$ cat src/pkg/exfr_pkg.sv
`default_nettype none
package exfr_pkg;
  // ------------------------------------------------------------
  // Error code layout
  // ------------------------------------------------------------
  localparam int EC_W        = 32;  // Pushed error code width
  localparam int EC_EXT_BIT  = 0;   // External event flag
  localparam int EC_TBL_BIT  = 1;   // Gate table flag
  localparam int EC_LOC_BIT  = 2;   // Local table select flag
  localparam int EC_IDX_LSB  = 3;   // Selector index field
  localparam int EC_IDX_W    = 13;  // Selector index width
  localparam int EC_LOW_W    = 16;  // Lower word, upper half reserved
  // ------------------------------------------------------------
  // Gate descriptor layout
  // ------------------------------------------------------------
  localparam int GATE_SHIFT_LONG = 4;   // 16-byte gates
  localparam int GATE_SHIFT_LEG  = 3;   // 8-byte gates
  localparam int GATE_TYPE_LSB   = 40;  // Bits 11:8 of bytes 7:4
  localparam int GATE_TYPE_W     = 4;
  localparam int ALT_IDX_LSB     = 32;  // Bits 4:0 of bytes 7:4
  localparam int ALT_IDX_W       = 5;
  localparam int OFS_MID_LSB     = 48;  // Offset bits 31:16
  localparam int OFS_PART_W      = 16;
  localparam logic [3:0] TYPE_INT64  = 4'hE;
  localparam logic [3:0] TYPE_TRAP64 = 4'hF;
  localparam logic [3:0] TYPE_INT16  = 4'h6;
  localparam logic [3:0] TYPE_TRAP16 = 4'h7;
  // ------------------------------------------------------------
  // Stack frame
  // ------------------------------------------------------------
  localparam logic [63:0] ALIGN_MASK  = 64'hFFFF_FFFF_FFFF_FFF0;
  localparam logic [3:0]  BYTES_WORD  = 4'h2;
  localparam logic [3:0]  BYTES_DWORD = 4'h4;
  localparam logic [3:0]  BYTES_QWORD = 4'h8;
  localparam logic [1:0]  PL_USER     = 2'h3;
  localparam logic [2:0]  POPS_SHORT  = 3'h3;  // Pointer, code, flags
  localparam logic [2:0]  POPS_FULL   = 3'h5;  // Plus stack sel/ptr
  // Selector reference source
  typedef enum logic [1:0] {
    SRC_NONE       = 2'b00,
    SRC_GLOBAL     = 2'b01,
    SRC_LOCAL      = 2'b10,
    SRC_GATE_TABLE = 2'b11
  } exfr_src_e;
  // Frame items in push order
  typedef enum logic [2:0] {
    ITEM_SS    = 3'b000,
    ITEM_SP    = 3'b001,
    ITEM_FLAGS = 3'b010,
    ITEM_CODE  = 3'b011,
    ITEM_IP    = 3'b100,
    ITEM_ERR   = 3'b101
  } exfr_item_e;
  // Delivery sequencer
  typedef enum logic [1:0] {
    ST_IDLE  = 2'b00,
    ST_CHECK = 2'b01,
    ST_PUSH  = 2'b10
  } exfr_state_e;
endpackage
`default_nettype wire

$ cat src/pkg/exfr_core_if.sv
`default_nettype none
interface exfr_core_if;
  // Gate descriptor and target segment
  logic [63:0]               gateLo;
  logic [31:0]               gateHi;
  logic                      csLong;
  logic                      csDefault;
  logic [3:0]                gateType;
  logic [4:0]                altStackIdx;
  logic [63:0]               targetIp;
  logic                      gateOk;
  logic                      protZero;
  logic                      protVector;
  // Error code request and result
  logic                      extEvent;
  exfr_pkg::exfr_src_e       src;
  logic [12:0]               selIndex;
  logic                      nullRef;
  logic [31:0]               errorCode;
  // Gate checker side
  modport gate (input gateLo, gateHi, csLong, csDefault,
                output gateType, altStackIdx, targetIp, gateOk,
                protZero, protVector);
  // Error code builder side
  modport code (input extEvent, src, selIndex, nullRef,
                output errorCode);
  // Sequencer side
  modport owner (output gateLo, gateHi, csLong, csDefault, extEvent,
                 src, selIndex, nullRef,
                 input gateType, altStackIdx, targetIp, gateOk,
                 protZero, protVector, errorCode);
endinterface
`default_nettype wire

$ cat src/rtl/exfr_error_code.sv
`default_nettype none
module exfr_error_code (
  // Request and result
  exfr_core_if.code c
);
  // ------------------------------------------------------------
  // Flag and index assembly
  // ------------------------------------------------------------
  wire        tableRef = (c.src == exfr_pkg::SRC_GATE_TABLE);
  wire        localRef = (c.src == exfr_pkg::SRC_LOCAL) & ~tableRef;
  wire        isNull   = c.nullRef | (c.src == exfr_pkg::SRC_NONE);
  wire [31:0] raw;
  // Upper half held reserved
  assign raw[exfr_pkg::EC_W-1:exfr_pkg::EC_LOW_W] = '0;
  assign raw[exfr_pkg::EC_IDX_LSB +: exfr_pkg::EC_IDX_W] =
         c.selIndex;
  assign raw[exfr_pkg::EC_LOC_BIT] = localRef;
  assign raw[exfr_pkg::EC_TBL_BIT] = tableRef;
  assign raw[exfr_pkg::EC_EXT_BIT] = c.extEvent;
  // Null reference gives an all-zero code
  assign c.errorCode = isNull ? '0 : raw;
endmodule
`default_nettype wire

$ cat src/rtl/exfr_gate_check.sv
`default_nettype none
module exfr_gate_check #(
  parameter int VA_W = 48  // Implemented linear address width
) (
  // Descriptor in, verdict out
  exfr_core_if.gate g
);
  if (VA_W < 33 || VA_W > 63) begin : g_badWidth
    $error("exfr_gate_check: VA_W out of range");
  end
  // ------------------------------------------------------------
  // Field extraction
  // ------------------------------------------------------------
  assign g.gateType =
         g.gateLo[exfr_pkg::GATE_TYPE_LSB +: exfr_pkg::GATE_TYPE_W];
  assign g.altStackIdx =
         g.gateLo[exfr_pkg::ALT_IDX_LSB +: exfr_pkg::ALT_IDX_W];
  assign g.targetIp = {g.gateHi,
         g.gateLo[exfr_pkg::OFS_MID_LSB +: exfr_pkg::OFS_PART_W],
         g.gateLo[0 +: exfr_pkg::OFS_PART_W]};
  // ------------------------------------------------------------
  // Checks
  // ------------------------------------------------------------
  wire [64-VA_W:0] hiBits    = g.targetIp[63:VA_W-1];
  wire             canonical = (&hiBits) | ~(|hiBits);
  wire             typeLong  = (g.gateType == exfr_pkg::TYPE_INT64) |
                               (g.gateType == exfr_pkg::TYPE_TRAP64);
  wire             type16    = (g.gateType == exfr_pkg::TYPE_INT16) |
                               (g.gateType == exfr_pkg::TYPE_TRAP16);
  wire             csIs64    = g.csLong & ~g.csDefault;
  // Bad type, 16-bit gate or non-canonical target fault with zero
  assign g.protZero   = ~typeLong | type16 | ~canonical;
  // Wrong target segment faults with the vector number
  assign g.protVector = ~g.protZero & ~csIs64;
  assign g.gateOk     = ~g.protZero & ~g.protVector;
endmodule
`default_nettype wire

$ cat src/rtl/exfr_unit.sv
`default_nettype none
module exfr_unit #(
  parameter int VA_W = 48  // Linear address width for canonical check
) (
  // Clock and reset
  input  wire logic                clock,
  input  wire logic                rst_n,
  // Delivery request
  input  wire logic                deliverReq,
  input  wire logic [7:0]          vector,
  input  wire logic                extEvent,
  input  wire logic                softIntInstr,
  input  wire logic                pinInterrupt,
  input  wire logic                vectorHasCode,
  input  wire exfr_pkg::exfr_src_e faultSrc,
  input  wire logic [12:0]         faultIndex,
  input  wire logic                nullRef,
  input  wire logic                longModeActive,
  input  wire logic                gate32,
  input  wire logic [1:0]          currentPrivilegeLevel,
  input  wire logic [1:0]          newPrivilegeLevel,
  // Gate descriptor and target segment
  input  wire logic [63:0]         gateLo,
  input  wire logic [31:0]         gateHi,
  input  wire logic                csLong,
  input  wire logic                csDefault,
  // Interrupted context
  input  wire logic [63:0]         innerSp,
  input  wire logic [15:0]         oldSs,
  input  wire logic [63:0]         oldSp,
  input  wire logic [63:0]         oldFlags,
  input  wire logic [15:0]         oldCs,
  input  wire logic [63:0]         oldIp,
  // Stack write port
  output logic                     wrValid,
  input  wire logic                wrReady,
  output logic [63:0]              wrAddr,
  output logic [63:0]              wrData,
  output logic [3:0]               wrBytes,
  // Delivery result
  output logic                     busy,
  output logic [11:0]              gateOffset,
  output logic                     deliverDone,
  output logic [63:0]              handlerIp,
  output logic [4:0]               altStackIdx,
  output logic [15:0]              newSs,
  output logic [63:0]              newSp,
  output logic                     protFault,
  output logic [31:0]              protErrorCode,
  // Return request
  input  wire logic                retReq,
  input  wire logic                retMode64,
  input  wire logic                retCplChange,
  input  wire logic                retTargetMode64,
  input  wire logic [1:0]          retTargetPl,
  input  wire logic [15:0]         retPoppedSs,
  // Return result
  output logic                     retDone,
  output logic                     retPopStack,
  output logic                     retLoadSsDesc,
  output logic                     retFault,
  output logic [2:0]               retPopCount
);
  // ------------------------------------------------------------
  // Latched request
  // ------------------------------------------------------------
  exfr_pkg::exfr_state_e state;      // Sequencer state
  exfr_pkg::exfr_item_e  item;       // Frame item in flight
  exfr_pkg::exfr_src_e   srcQ;       // Referenced table
  logic [7:0]            vecQ;       // Vector number
  logic                  extQ;       // External cause
  logic                  codeQ;      // Error code to be pushed
  logic                  nullQ;      // Null reference
  logic                  lmaQ;       // Long mode active
  logic                  wideQ;      // 32-bit legacy gate
  logic                  plChgQ;     // Privilege change
  logic [1:0]            newPlQ;     // Handler privilege
  logic [12:0]           idxQ;       // Selector index
  logic [63:0]           top;        // Current frame top
  logic [31:0]           errQ;       // Error code captured

  exfr_core_if core ();

  // Error code builder
  exfr_error_code u_code (
    .c (core.code)
  );

  // Gate decode and checks
  exfr_gate_check #(.VA_W(VA_W)) u_gate (
    .g (core.gate)
  );

  // ------------------------------------------------------------
  // Checker inputs
  // ------------------------------------------------------------
  assign core.gateLo    = gateLo;
  assign core.gateHi    = gateHi;
  assign core.csLong    = csLong;
  assign core.csDefault = csDefault;
  // Gate checks only apply with long mode active
  wire chkZero = lmaQ & core.protZero;
  wire chkVec  = lmaQ & core.protVector;
  // Segment fault reports the vector as a gate table index
  assign core.extEvent = extQ;
  assign core.src      = chkVec ? exfr_pkg::SRC_GATE_TABLE : srcQ;
  assign core.selIndex = chkVec ? {5'h00, vecQ} : idxQ;
  assign core.nullRef  = chkZero | (nullQ & ~chkVec);

  // ------------------------------------------------------------
  // Frame item selection
  // ------------------------------------------------------------
  // Stack pair pushed always in long mode, else on change
  wire stackPair = lmaQ | plChgQ;
  // Item width per mode and gate size
  wire [3:0] itemBytes = lmaQ  ? exfr_pkg::BYTES_QWORD :
                         wideQ ? exfr_pkg::BYTES_DWORD :
                                 exfr_pkg::BYTES_WORD;

  // Whether an item belongs in this frame
  function automatic logic itemNeeded(
    input exfr_pkg::exfr_item_e it,
    input logic                 pair,
    input logic                 code
  );
    unique case (it)
      exfr_pkg::ITEM_SS, exfr_pkg::ITEM_SP: itemNeeded = pair;
      exfr_pkg::ITEM_ERR: itemNeeded = code;
      default: itemNeeded = 1'b1;
    endcase
  endfunction

  wire need    = itemNeeded(item, stackPair, codeQ);
  wire inPush  = (state == exfr_pkg::ST_PUSH);
  wire advance = inPush & (~need | wrReady);
  wire lastIt  = (item == exfr_pkg::ITEM_ERR);
  wire [63:0] nextTop = need ? top - {60'h0, itemBytes} : top;

  // Item value, zero-extended to 64 bits
  always_comb begin
    unique case (item)
      exfr_pkg::ITEM_SS:    wrData = {48'h0, oldSs};
      exfr_pkg::ITEM_SP:    wrData = oldSp;
      exfr_pkg::ITEM_FLAGS: wrData = oldFlags;
      exfr_pkg::ITEM_CODE:  wrData = {48'h0, oldCs};
      exfr_pkg::ITEM_IP:    wrData = oldIp;
      default:              wrData = {32'h0, errQ};
    endcase
  end

  assign wrValid = inPush & need;
  assign wrAddr  = top - {60'h0, itemBytes};
  assign wrBytes = itemBytes;
  assign busy    = (state != exfr_pkg::ST_IDLE);

  // ------------------------------------------------------------
  // Frame base selection
  // ------------------------------------------------------------
  // Old pointer is pushed from the oldSp input, not frameSp, so alignment is safe
  wire [63:0] baseSp  = plChgQ ? innerSp : oldSp;
  wire [63:0] frameSp = lmaQ ? (baseSp & exfr_pkg::ALIGN_MASK)
                             : baseSp;
  // Error code suppressed for pin and software sources
  wire takeCode = vectorHasCode & ~pinInterrupt & ~softIntInstr;

  // ------------------------------------------------------------
  // Request capture
  // ------------------------------------------------------------
  // Latch the event on acceptance in idle
  always_ff @(posedge clock) begin
    if (!rst_n) begin
      vecQ   <= 8'h00;
      extQ   <= 1'b0;
      codeQ  <= 1'b0;
      nullQ  <= 1'b0;
      srcQ   <= exfr_pkg::SRC_NONE;
      idxQ   <= 13'h0000;
      lmaQ   <= 1'b0;
      wideQ  <= 1'b0;
      plChgQ <= 1'b0;
      newPlQ <= 2'h0;
    end else if (deliverReq && state == exfr_pkg::ST_IDLE) begin
      vecQ   <= vector;
      extQ   <= extEvent;
      codeQ  <= takeCode;
      nullQ  <= nullRef;
      srcQ   <= faultSrc;
      idxQ   <= faultIndex;
      lmaQ   <= longModeActive;
      wideQ  <= gate32;
      plChgQ <= (newPrivilegeLevel != currentPrivilegeLevel);
      newPlQ <= newPrivilegeLevel;
    end
  end

  // Gate table byte offset
  assign gateOffset = lmaQ ? {vecQ, 4'h0}
                           : {1'b0, vecQ, 3'h0};

  // ------------------------------------------------------------
  // Delivery sequencer
  // ------------------------------------------------------------
  // Check the gate, then push items newest last
  always_ff @(posedge clock) begin
    if (!rst_n) begin
      state       <= exfr_pkg::ST_IDLE;
      item        <= exfr_pkg::ITEM_SS;
      top         <= 64'h0;
      errQ        <= 32'h0;
      deliverDone <= 1'b0;
      protFault   <= 1'b0;
    end else begin
      deliverDone <= 1'b0;
      protFault   <= 1'b0;
      unique case (state)
        exfr_pkg::ST_IDLE: begin
          if (deliverReq) begin
            state <= exfr_pkg::ST_CHECK;
          end
        end
        exfr_pkg::ST_CHECK: begin
          errQ <= core.errorCode;
          item <= exfr_pkg::ITEM_SS;
          top  <= frameSp;
          if (chkZero || chkVec) begin
            // Faulting gate, nothing pushed
            protFault <= 1'b1;
            state     <= exfr_pkg::ST_IDLE;
          end else begin
            state <= exfr_pkg::ST_PUSH;
          end
        end
        exfr_pkg::ST_PUSH: begin
          if (advance) begin
            top <= nextTop;
            if (lastIt) begin
              deliverDone <= 1'b1;
              state       <= exfr_pkg::ST_IDLE;
            end else begin
              item <= exfr_pkg::exfr_item_e'(item + 3'h1);
            end
          end
        end
        default: state <= exfr_pkg::ST_IDLE;
      endcase
    end
  end

  // ------------------------------------------------------------
  // Delivery results
  // ------------------------------------------------------------
  // Handler context captured in the check cycle, new stack pointer at completion
  always_ff @(posedge clock) begin
    if (!rst_n) begin
      handlerIp     <= 64'h0;
      altStackIdx   <= 5'h00;
      newSs         <= 16'h0000;
      newSp         <= 64'h0;
      protErrorCode <= 32'h0;
    end else if (state == exfr_pkg::ST_CHECK) begin
      handlerIp     <= core.targetIp;
      altStackIdx   <= core.altStackIdx;
      protErrorCode <= core.errorCode;
      // Null selector carrying the new privilege as its RPL on a privilege change, else oldSs
      newSs <= plChgQ ? {14'h0000, newPlQ} : oldSs;
    end else if (advance && lastIt) begin
      newSp <= nextTop;
    end
  end

  // ------------------------------------------------------------
  // Interrupt return
  // ------------------------------------------------------------
  wire retPop  = retMode64 | retCplChange;
  wire ssNull  = (retPoppedSs[15:2] == 14'h0000);
  wire nullOk  = retTargetMode64 & (retTargetPl != exfr_pkg::PL_USER);

  // One-cycle verdict on the popped frame
  always_ff @(posedge clock) begin
    if (!rst_n) begin
      retDone       <= 1'b0;
      retPopStack   <= 1'b0;
      retLoadSsDesc <= 1'b0;
      retFault      <= 1'b0;
      retPopCount   <= 3'h0;
    end else begin
      retDone       <= retReq;
      retPopStack   <= retReq & retPop;
      retLoadSsDesc <= retReq & retPop & ~ssNull;
      retFault      <= retReq & retPop & ssNull & ~nullOk;
      // Frame pops exclude any error code
      retPopCount   <= ~retReq ? 3'h0 :
                       retPop  ? exfr_pkg::POPS_FULL
                               : exfr_pkg::POPS_SHORT;
    end
  end
endmodule
`default_nettype wire

$ cat config.mk
export PLATFORM = sky130hd
export DESIGN_NAME = exfr_unit
export DESIGN_NICKNAME = d
export VERILOG_FILES = /design/src/pkg/exfr_pkg.sv /design/src/pkg/exfr_core_if.sv /design/src/rtl/exfr_error_code.sv /design/src/rtl/exfr_gate_check.sv /design/src/rtl/exfr_unit.sv
export SDC_FILE = /design/constraint.sdc
export NUM_CORES = 1
export LEC_CHECK = 0
export CAP_MARGIN = 40
export CORE_AREA = 3 3 305 307
export CTS_CLUSTER_DIAMETER = 80
export DETAILED_ROUTE_END_ITERATION = 10
export DIE_AREA = 0 0 308 310
export DONT_BUFFER_PORTS = 1
export PLACE_DENSITY = 0.31
export SLEW_MARGIN = 20
export SYNTH_ARGS = -nofsm -noshare
export SYNTH_HDL_FRONTEND = slang
export SYNTH_SLANG_ARGS = --single-unit
$ cat constraint.sdc
create_clock -name clock -period 9 [get_ports clock]
set_input_delay 0.9 -clock clock [delete_from_list [all_inputs] [get_ports clock]]
set_output_delay 0.9 -clock clock [all_outputs]
set_load 0.02 [all_outputs]
Word level (Yosys, flattened, before mapping)
Cells that the tools add are included.
{"block": "word_totals", "register_bits": 290, "inputBits": 446, "output_inout_bits": 336}
{"block": "classes", "addsub": 2, "n_eq_ne": 19, "muxes": 25, "bitwise": 39, "n_reduce_logical": 19}
{"cell": "one-hot mux 64 bit (5 select lines)", "count": 1}
{"cell": "2-to-1 mux 64 bit", "count": 3}
{"cell": "one-hot mux 64 bit (2 select lines)", "count": 1}
{"cell": "subtractor 64 x 4 -> 64 bit", "count": 1}
{"cell": "2-to-1 mux 16 bit", "count": 2}
{"cell": "AND reduction 17 bit", "count": 1}
{"cell": "OR reduction 17 bit", "count": 1}
{"cell": "AND 1 bit", "count": 15}
{"cell": "zero test 14 bit", "count": 1}
{"cell": "NOT 1 bit", "count": 14}
{"cell": "2-to-1 mux 13 bit", "count": 1}
{"cell": "2-to-1 mux 12 bit", "count": 1}
{"cell": "2-to-1 mux 3 bit", "count": 4}
{"cell": "2-to-1 mux 2 bit", "count": 5}
{"cell": "bitwise OR 1 bit", "count": 10}
{"cell": "AND reduction 3 bit", "count": 3}
{"cell": "== test 4 x 3 -> 1 bit, second input constant", "count": 2}
{"cell": "== test 4 bit, second input constant", "count": 2}
{"cell": "2-to-1 mux 4 bit", "count": 2}
{"cell": "AND reduction 2 bit", "count": 4}
{"cell": "== test 2 bit, second input constant", "count": 3}
{"cell": "== test 3 x 2 -> 1 bit, second input constant", "count": 2}
{"cell": "== test 3 bit, second input constant", "count": 2}
{"cell": "inequality test 2 bit, second input constant", "count": 3}
{"cell": "other kinds (15)", "count": 20}

Longest topological paths before layout
{"block": "depth", "word_depth": 13, "mapped_depth": 13}

By module
A second synthesis with hierarchy kept.
{"block": "unflattened", "cells_unflattened": 2296, "area_unflattened_um2": 17301.6}
{"module": "exfr_unit", "n_inst": 1, "cells_each": 2169, "area_per_inst_um2": 16336.9, "seq_area_each_um2": 5805.6}
{"module": "exfr_gate_check", "n_inst": 1, "cells_each": 92, "area_per_inst_um2": 678.2, "seq_area_each_um2": 0.0}
{"module": "exfr_error_code", "n_inst": 1, "cells_each": 35, "area_per_inst_um2": 286.5, "seq_area_each_um2": 0.0}

Least setup slack after synthesis
OpenSTA, ideal clock, no wires.
{"block": "synth_timing", "kind": "reg2out", "start": "reg lmaQ", "end": "out wrAddr[39]", "arrival_time_ps": 3174, "setup_slack_ps": 4926, "path_stages_with_launch": 12, "path_cell_list": "dfxtp_1 -> clkbuf_1 -> clkbuf_1 -> nor2_1 -> ha_1 -> fa_1 -> nor2b_1 -> nor3_2 -> nand4_1 -> or2_2 -> nor2_1 -> xor2_1"}
{"block": "synth_via", "elab_chain_len": 2}
{"item": "from (decl)", "line": "exfr_unit.sv:74", "rtl": "logic lmaQ;"}
{"item": "from (signal assigned)", "line": "exfr_unit.sv:189", "rtl": "lmaQ <= longModeActive;"}
{"item": "2-to-1 mux 4 bit", "line": "exfr_unit.sv:116", "rtl": "wire [3:0] itemBytes = lmaQ ? exfr_pkg::BYTES_QWORD :"}
{"item": "via wrBytes[1]", "line": "exfr_unit.sv:39", "rtl": "output logic [3:0] wrBytes,"}
{"item": "subtractor 64 x 4 -> 64 bit", "line": "exfr_unit.sv:152", "rtl": "assign wrAddr = top - {60'h0, itemBytes};"}
{"item": "to (decl)", "line": "exfr_unit.sv:37", "rtl": "output logic [63:0] wrAddr,"}
The timed path passes the listed nets, and every way through them passes these cells.

Final worst setup path
{"block": "layout_timing", "start": "reg top[10]", "end": "out wrAddr[58]"}
{"block": "layout_via", "elab_chain_len": 1}
{"item": "from (decl)", "line": "exfr_unit.sv:79", "rtl": "logic [63:0] top;"}
{"item": "from (signal assigned)", "line": "exfr_unit.sv:224", "rtl": "top <= frameSp;"}
{"item": "from (signal assigned)", "line": "exfr_unit.sv:235", "rtl": "top <= nextTop;"}
{"item": "subtractor 64 x 4 -> 64 bit", "line": "exfr_unit.sv:152"}
Every way passes these cells.

==> summary.md <==
| Metric | Value |
|---|---|
| Starting Density | `17.3%` |
| Synth Warn # | `0` |
| Routed via count | `15800` |
| Yosys reg bits | `274` |
| Critical path class | `reg -> out` |
| Row cnt | `110` |
| PD cells | `around 230 mW/mm²` |
| RSZ-0062 raised after global routing | `no` |
| Peak fanout along the critical path | `10` |
| Die X | `308 µm` |
| Vias per std cell | `5.02` |
| Net switching power | `0.00161 W` |
| Avg Inst Size Synth | `7.67 µm²` |
| Pin slew with the least headroom to its limit | `874 ps` |
| Global Route Usage Sum | `20.6%` |
| Asr flop ratio synth | `0%` |
| Core ar. | `around 0.09 mm²` |
| CTS Hold Bufs | `0` |
| Internal | `between 0.002 and 0.003 W` |
| Largest net degree at the start of global routing | `76` |
| First-pass GRT wire length | `approximately 140000 µm` |
| Synth top area share | `35.2%` |
| Peak VDD IR | `between 100 and 150 µV` |
| Final nets | `2380` |
| Initial antenna violation count | `52` |
| Root buf cell | `clkbuf_16` |
| Crit path DAT | `4160 ps` |
| Status | `completed` |
| Fin crit share | `56.3%` |
| Post-route ant nets | `0` |
| Final TNS setup | `0 ps` |
| Vias in the first global route | `approximately 15000` |
| Clk sinks | `274` |
| Die Y-Extent | `310 µm` |
| Wire length per cell | `33.1 µm` |
| Min Tclk post-route | `5060 ps` |
| Sequential share of the synthesized area | `35.2%` |
| HP Class | `in -> reg` |
| Grt ovf | `0` |
| Most common library cells after synthesis | `nand2_1, dfxtp_1, a21oi_1, clkbuf_1, nor2_1` |
| Synth area leaders | `dfxtp_1, nand2_1, a21oi_1, clkbuf_1, xnor2_1` |
| DR DRC count | `0` |
| EDFF count, synth | `0` |
| Fin. max-slew vios | `0` |
| CTS Buf Count | `40` |
| P&R area growth vs syn | `16.8%` |
| Drt first pass iters | `9` |
| GPL Wtd Cong | `0.881` |
| Clock power share | `40.0%` |
| Logic pwr share | `26.3%` |
| Synth Instances | `2034` |
| Final Hold Fails | `0` |
| Sw Ratio | `around two fifths` |
| Min Hold Slack | `416 ps` |
| H-tree levels | `2` |
| Req. time, crit path | `between 8000 and 9000 ps` |
| Initial DRC Count | `~1400` |
| Final HPWL DP | `82300 µm` |
| I/O Buffers | `0` |
| Post-synth top area cell | `dfxtp_1` |
| Layout cells sized above 1 | `under 10%` |
| Fmax achieved | `198 MHz` |
| Post-CTS sizing | `0` |
| I/O Pins | `782` |
| TritonCTS clock tree | `built` |
| Final wirelength | `104000 µm` |
| Reg power frac | `33.8%` |
| Crit. End Element | `primary output` |
| CTS Buffer Depth | `3` |
| Max-cap violations | `0` |
| Final setup fails | `0` |
| Die footprint | `0.0955 mm²` |
| Worst setup SP type | `flop` |
| Mapped cell area | `0.0156 mm²` |
| Leakage | `6.31 nW` |
| Clock-pin slew on the worst setup and hold paths | `60 ps` |
| Worst skew pair latency | `590 ps` |
| Count of different cell masters after synthesis | `76` |
| Top FF cell, synth | `dfxtp_1` |
| Post-CTS Setup Repair Bufs | `0` |
| Most numerous cell in the Yosys netlist | `nand2_1` |
| Rel. slew slack | `40.0%` |
| Clock skew | `28.4 ps` |
==> routing by layer <==
metal	vias to the layer above	routed length, µm	global-route usage (%)
met5	-	218	0
met4	32	2640	5.63
met3	148	13100	10.4
met2	810	44100	30.4
met1	7782	44200	26.3
li1	7027	-	-
==> sequential cells by signal (all words and copies together), names as in the netlist, 2 cells and up <==
name           flops
handlerIp         64
newPlQ             2
idxQ              13
state              2
altStackIdx        5
srcQ               2
newSs             16
item               3
newSp             64
vecQ               8
top               64
protErrorCode     16
retPopCount        3
==> cell usage in the layout, fill, tap and decap left out, types with 21 or more instances in the layout <==
cell and count:
dfxtp_1 273, mux2_2 25, xor2_1 56, o21ai_0 87, mux2i_1 52, nand2_1 385
nand4_1 23, nor4_1 40, nor2_1 116, buf_4 41, diode_2 21, o21a_1 21
o211ai_1 22, xnor2_1 64, a21oi_1 187, nand3_1 43, a211oi_1 39, nor3_1 50
clkbuf_16 40, a22oi_1 65
==> area by class of cell <==
type | count | area (µm²)
Clock buffer | 51 | 1130
Inverter | 19 | 76.3
Fill cell | 10200 | 72100
Timing Repair Buffer | 54 | 489
Clock inverter | 17 | 234
Multi-Input combinational cell | 1536 | 9270
Tap cell | 1176 | 1470
Sequential cell | 274 | 5490
Antenna cell | 21 | 52.6
==> metrics by stage <==
| stage | worst slack, ps | instances | total power [W] | cell area [µm²] | utilization (%) |
|---|---|---|---|---|---|
| after CTS | 3840 | 3124 | 0.00425 | 18100 | 20.1 |
| after floorplan | 4930 | 2053 | 0.00213 | 15700 | - |
| after global placement | 4220 | 3041 | 0.00252 | 16600 | 18.4 |
| after global routing | 3740 | 3131 | 0.00436 | 18200 | 20.1 |
| after detailed placement | 4480 | 3056 | 0.00254 | 16800 | 18.6 |
| final | 3940 | 3148 | 0.00418 | 18200 | 20.2 |
==> kinds of logic after synthesis <==
logic type      Yosys count  share of synthesized area [%]
mux                      77                           5.14
flops                   274                           35.2
buf+inv                 243                           6.60
compound gates          539                           22.4
xor+xnor                120                           6.74
simple gates            771                           23.1
other cells               1                         0.0240
fa+ha+maj                 9                          0.770
==> final timing paths <==
kind / slack (ps) / from / end / cells past startpoint
hold / removal: 420 / retMode64 / retPopCount[1]$_SDFF_PN0_ / 1
setup / recovery: 3940 / top[10]$_SDFFE_PN0P_ / wrAddr[58] / 6
hold reg to reg: 450 / idxQ[8]$_SDFFE_PN0P_ / idxQ[8]$_SDFFE_PN0P_ / 2
setup reg to reg: 5250 / lmaQ$_SDFFE_PN0P_ / newSp[61]$_SDFFE_PN0P_ / 12
==> power by group through the flow <==
stage / combinational [W] / clock [W] / sequential (W)
2_1_floorplan: 0.000776 / 0 / 0.00136
3_3_place_gp: 0.00109 / 0 / 0.00144
3_5_place_dp: 0.00110 / 0 / 0.00144
4_1_cts: 0.00110 / 0.00173 / 0.00141
5_1_grt: 0.00117 / 0.00176 / 0.00142
6_report: 0.00110 / 0.00167 / 0.00141
==> worst max-delay path, cell delays in order (launching register included) <==
cell and delay, ps:
dfxtp_1 420, or4_4 600, or4b_1 760, or3_1 640
nor3_4 510, nand2_1 130, xnor2_1 530
(Power assumes the default switching activity.)
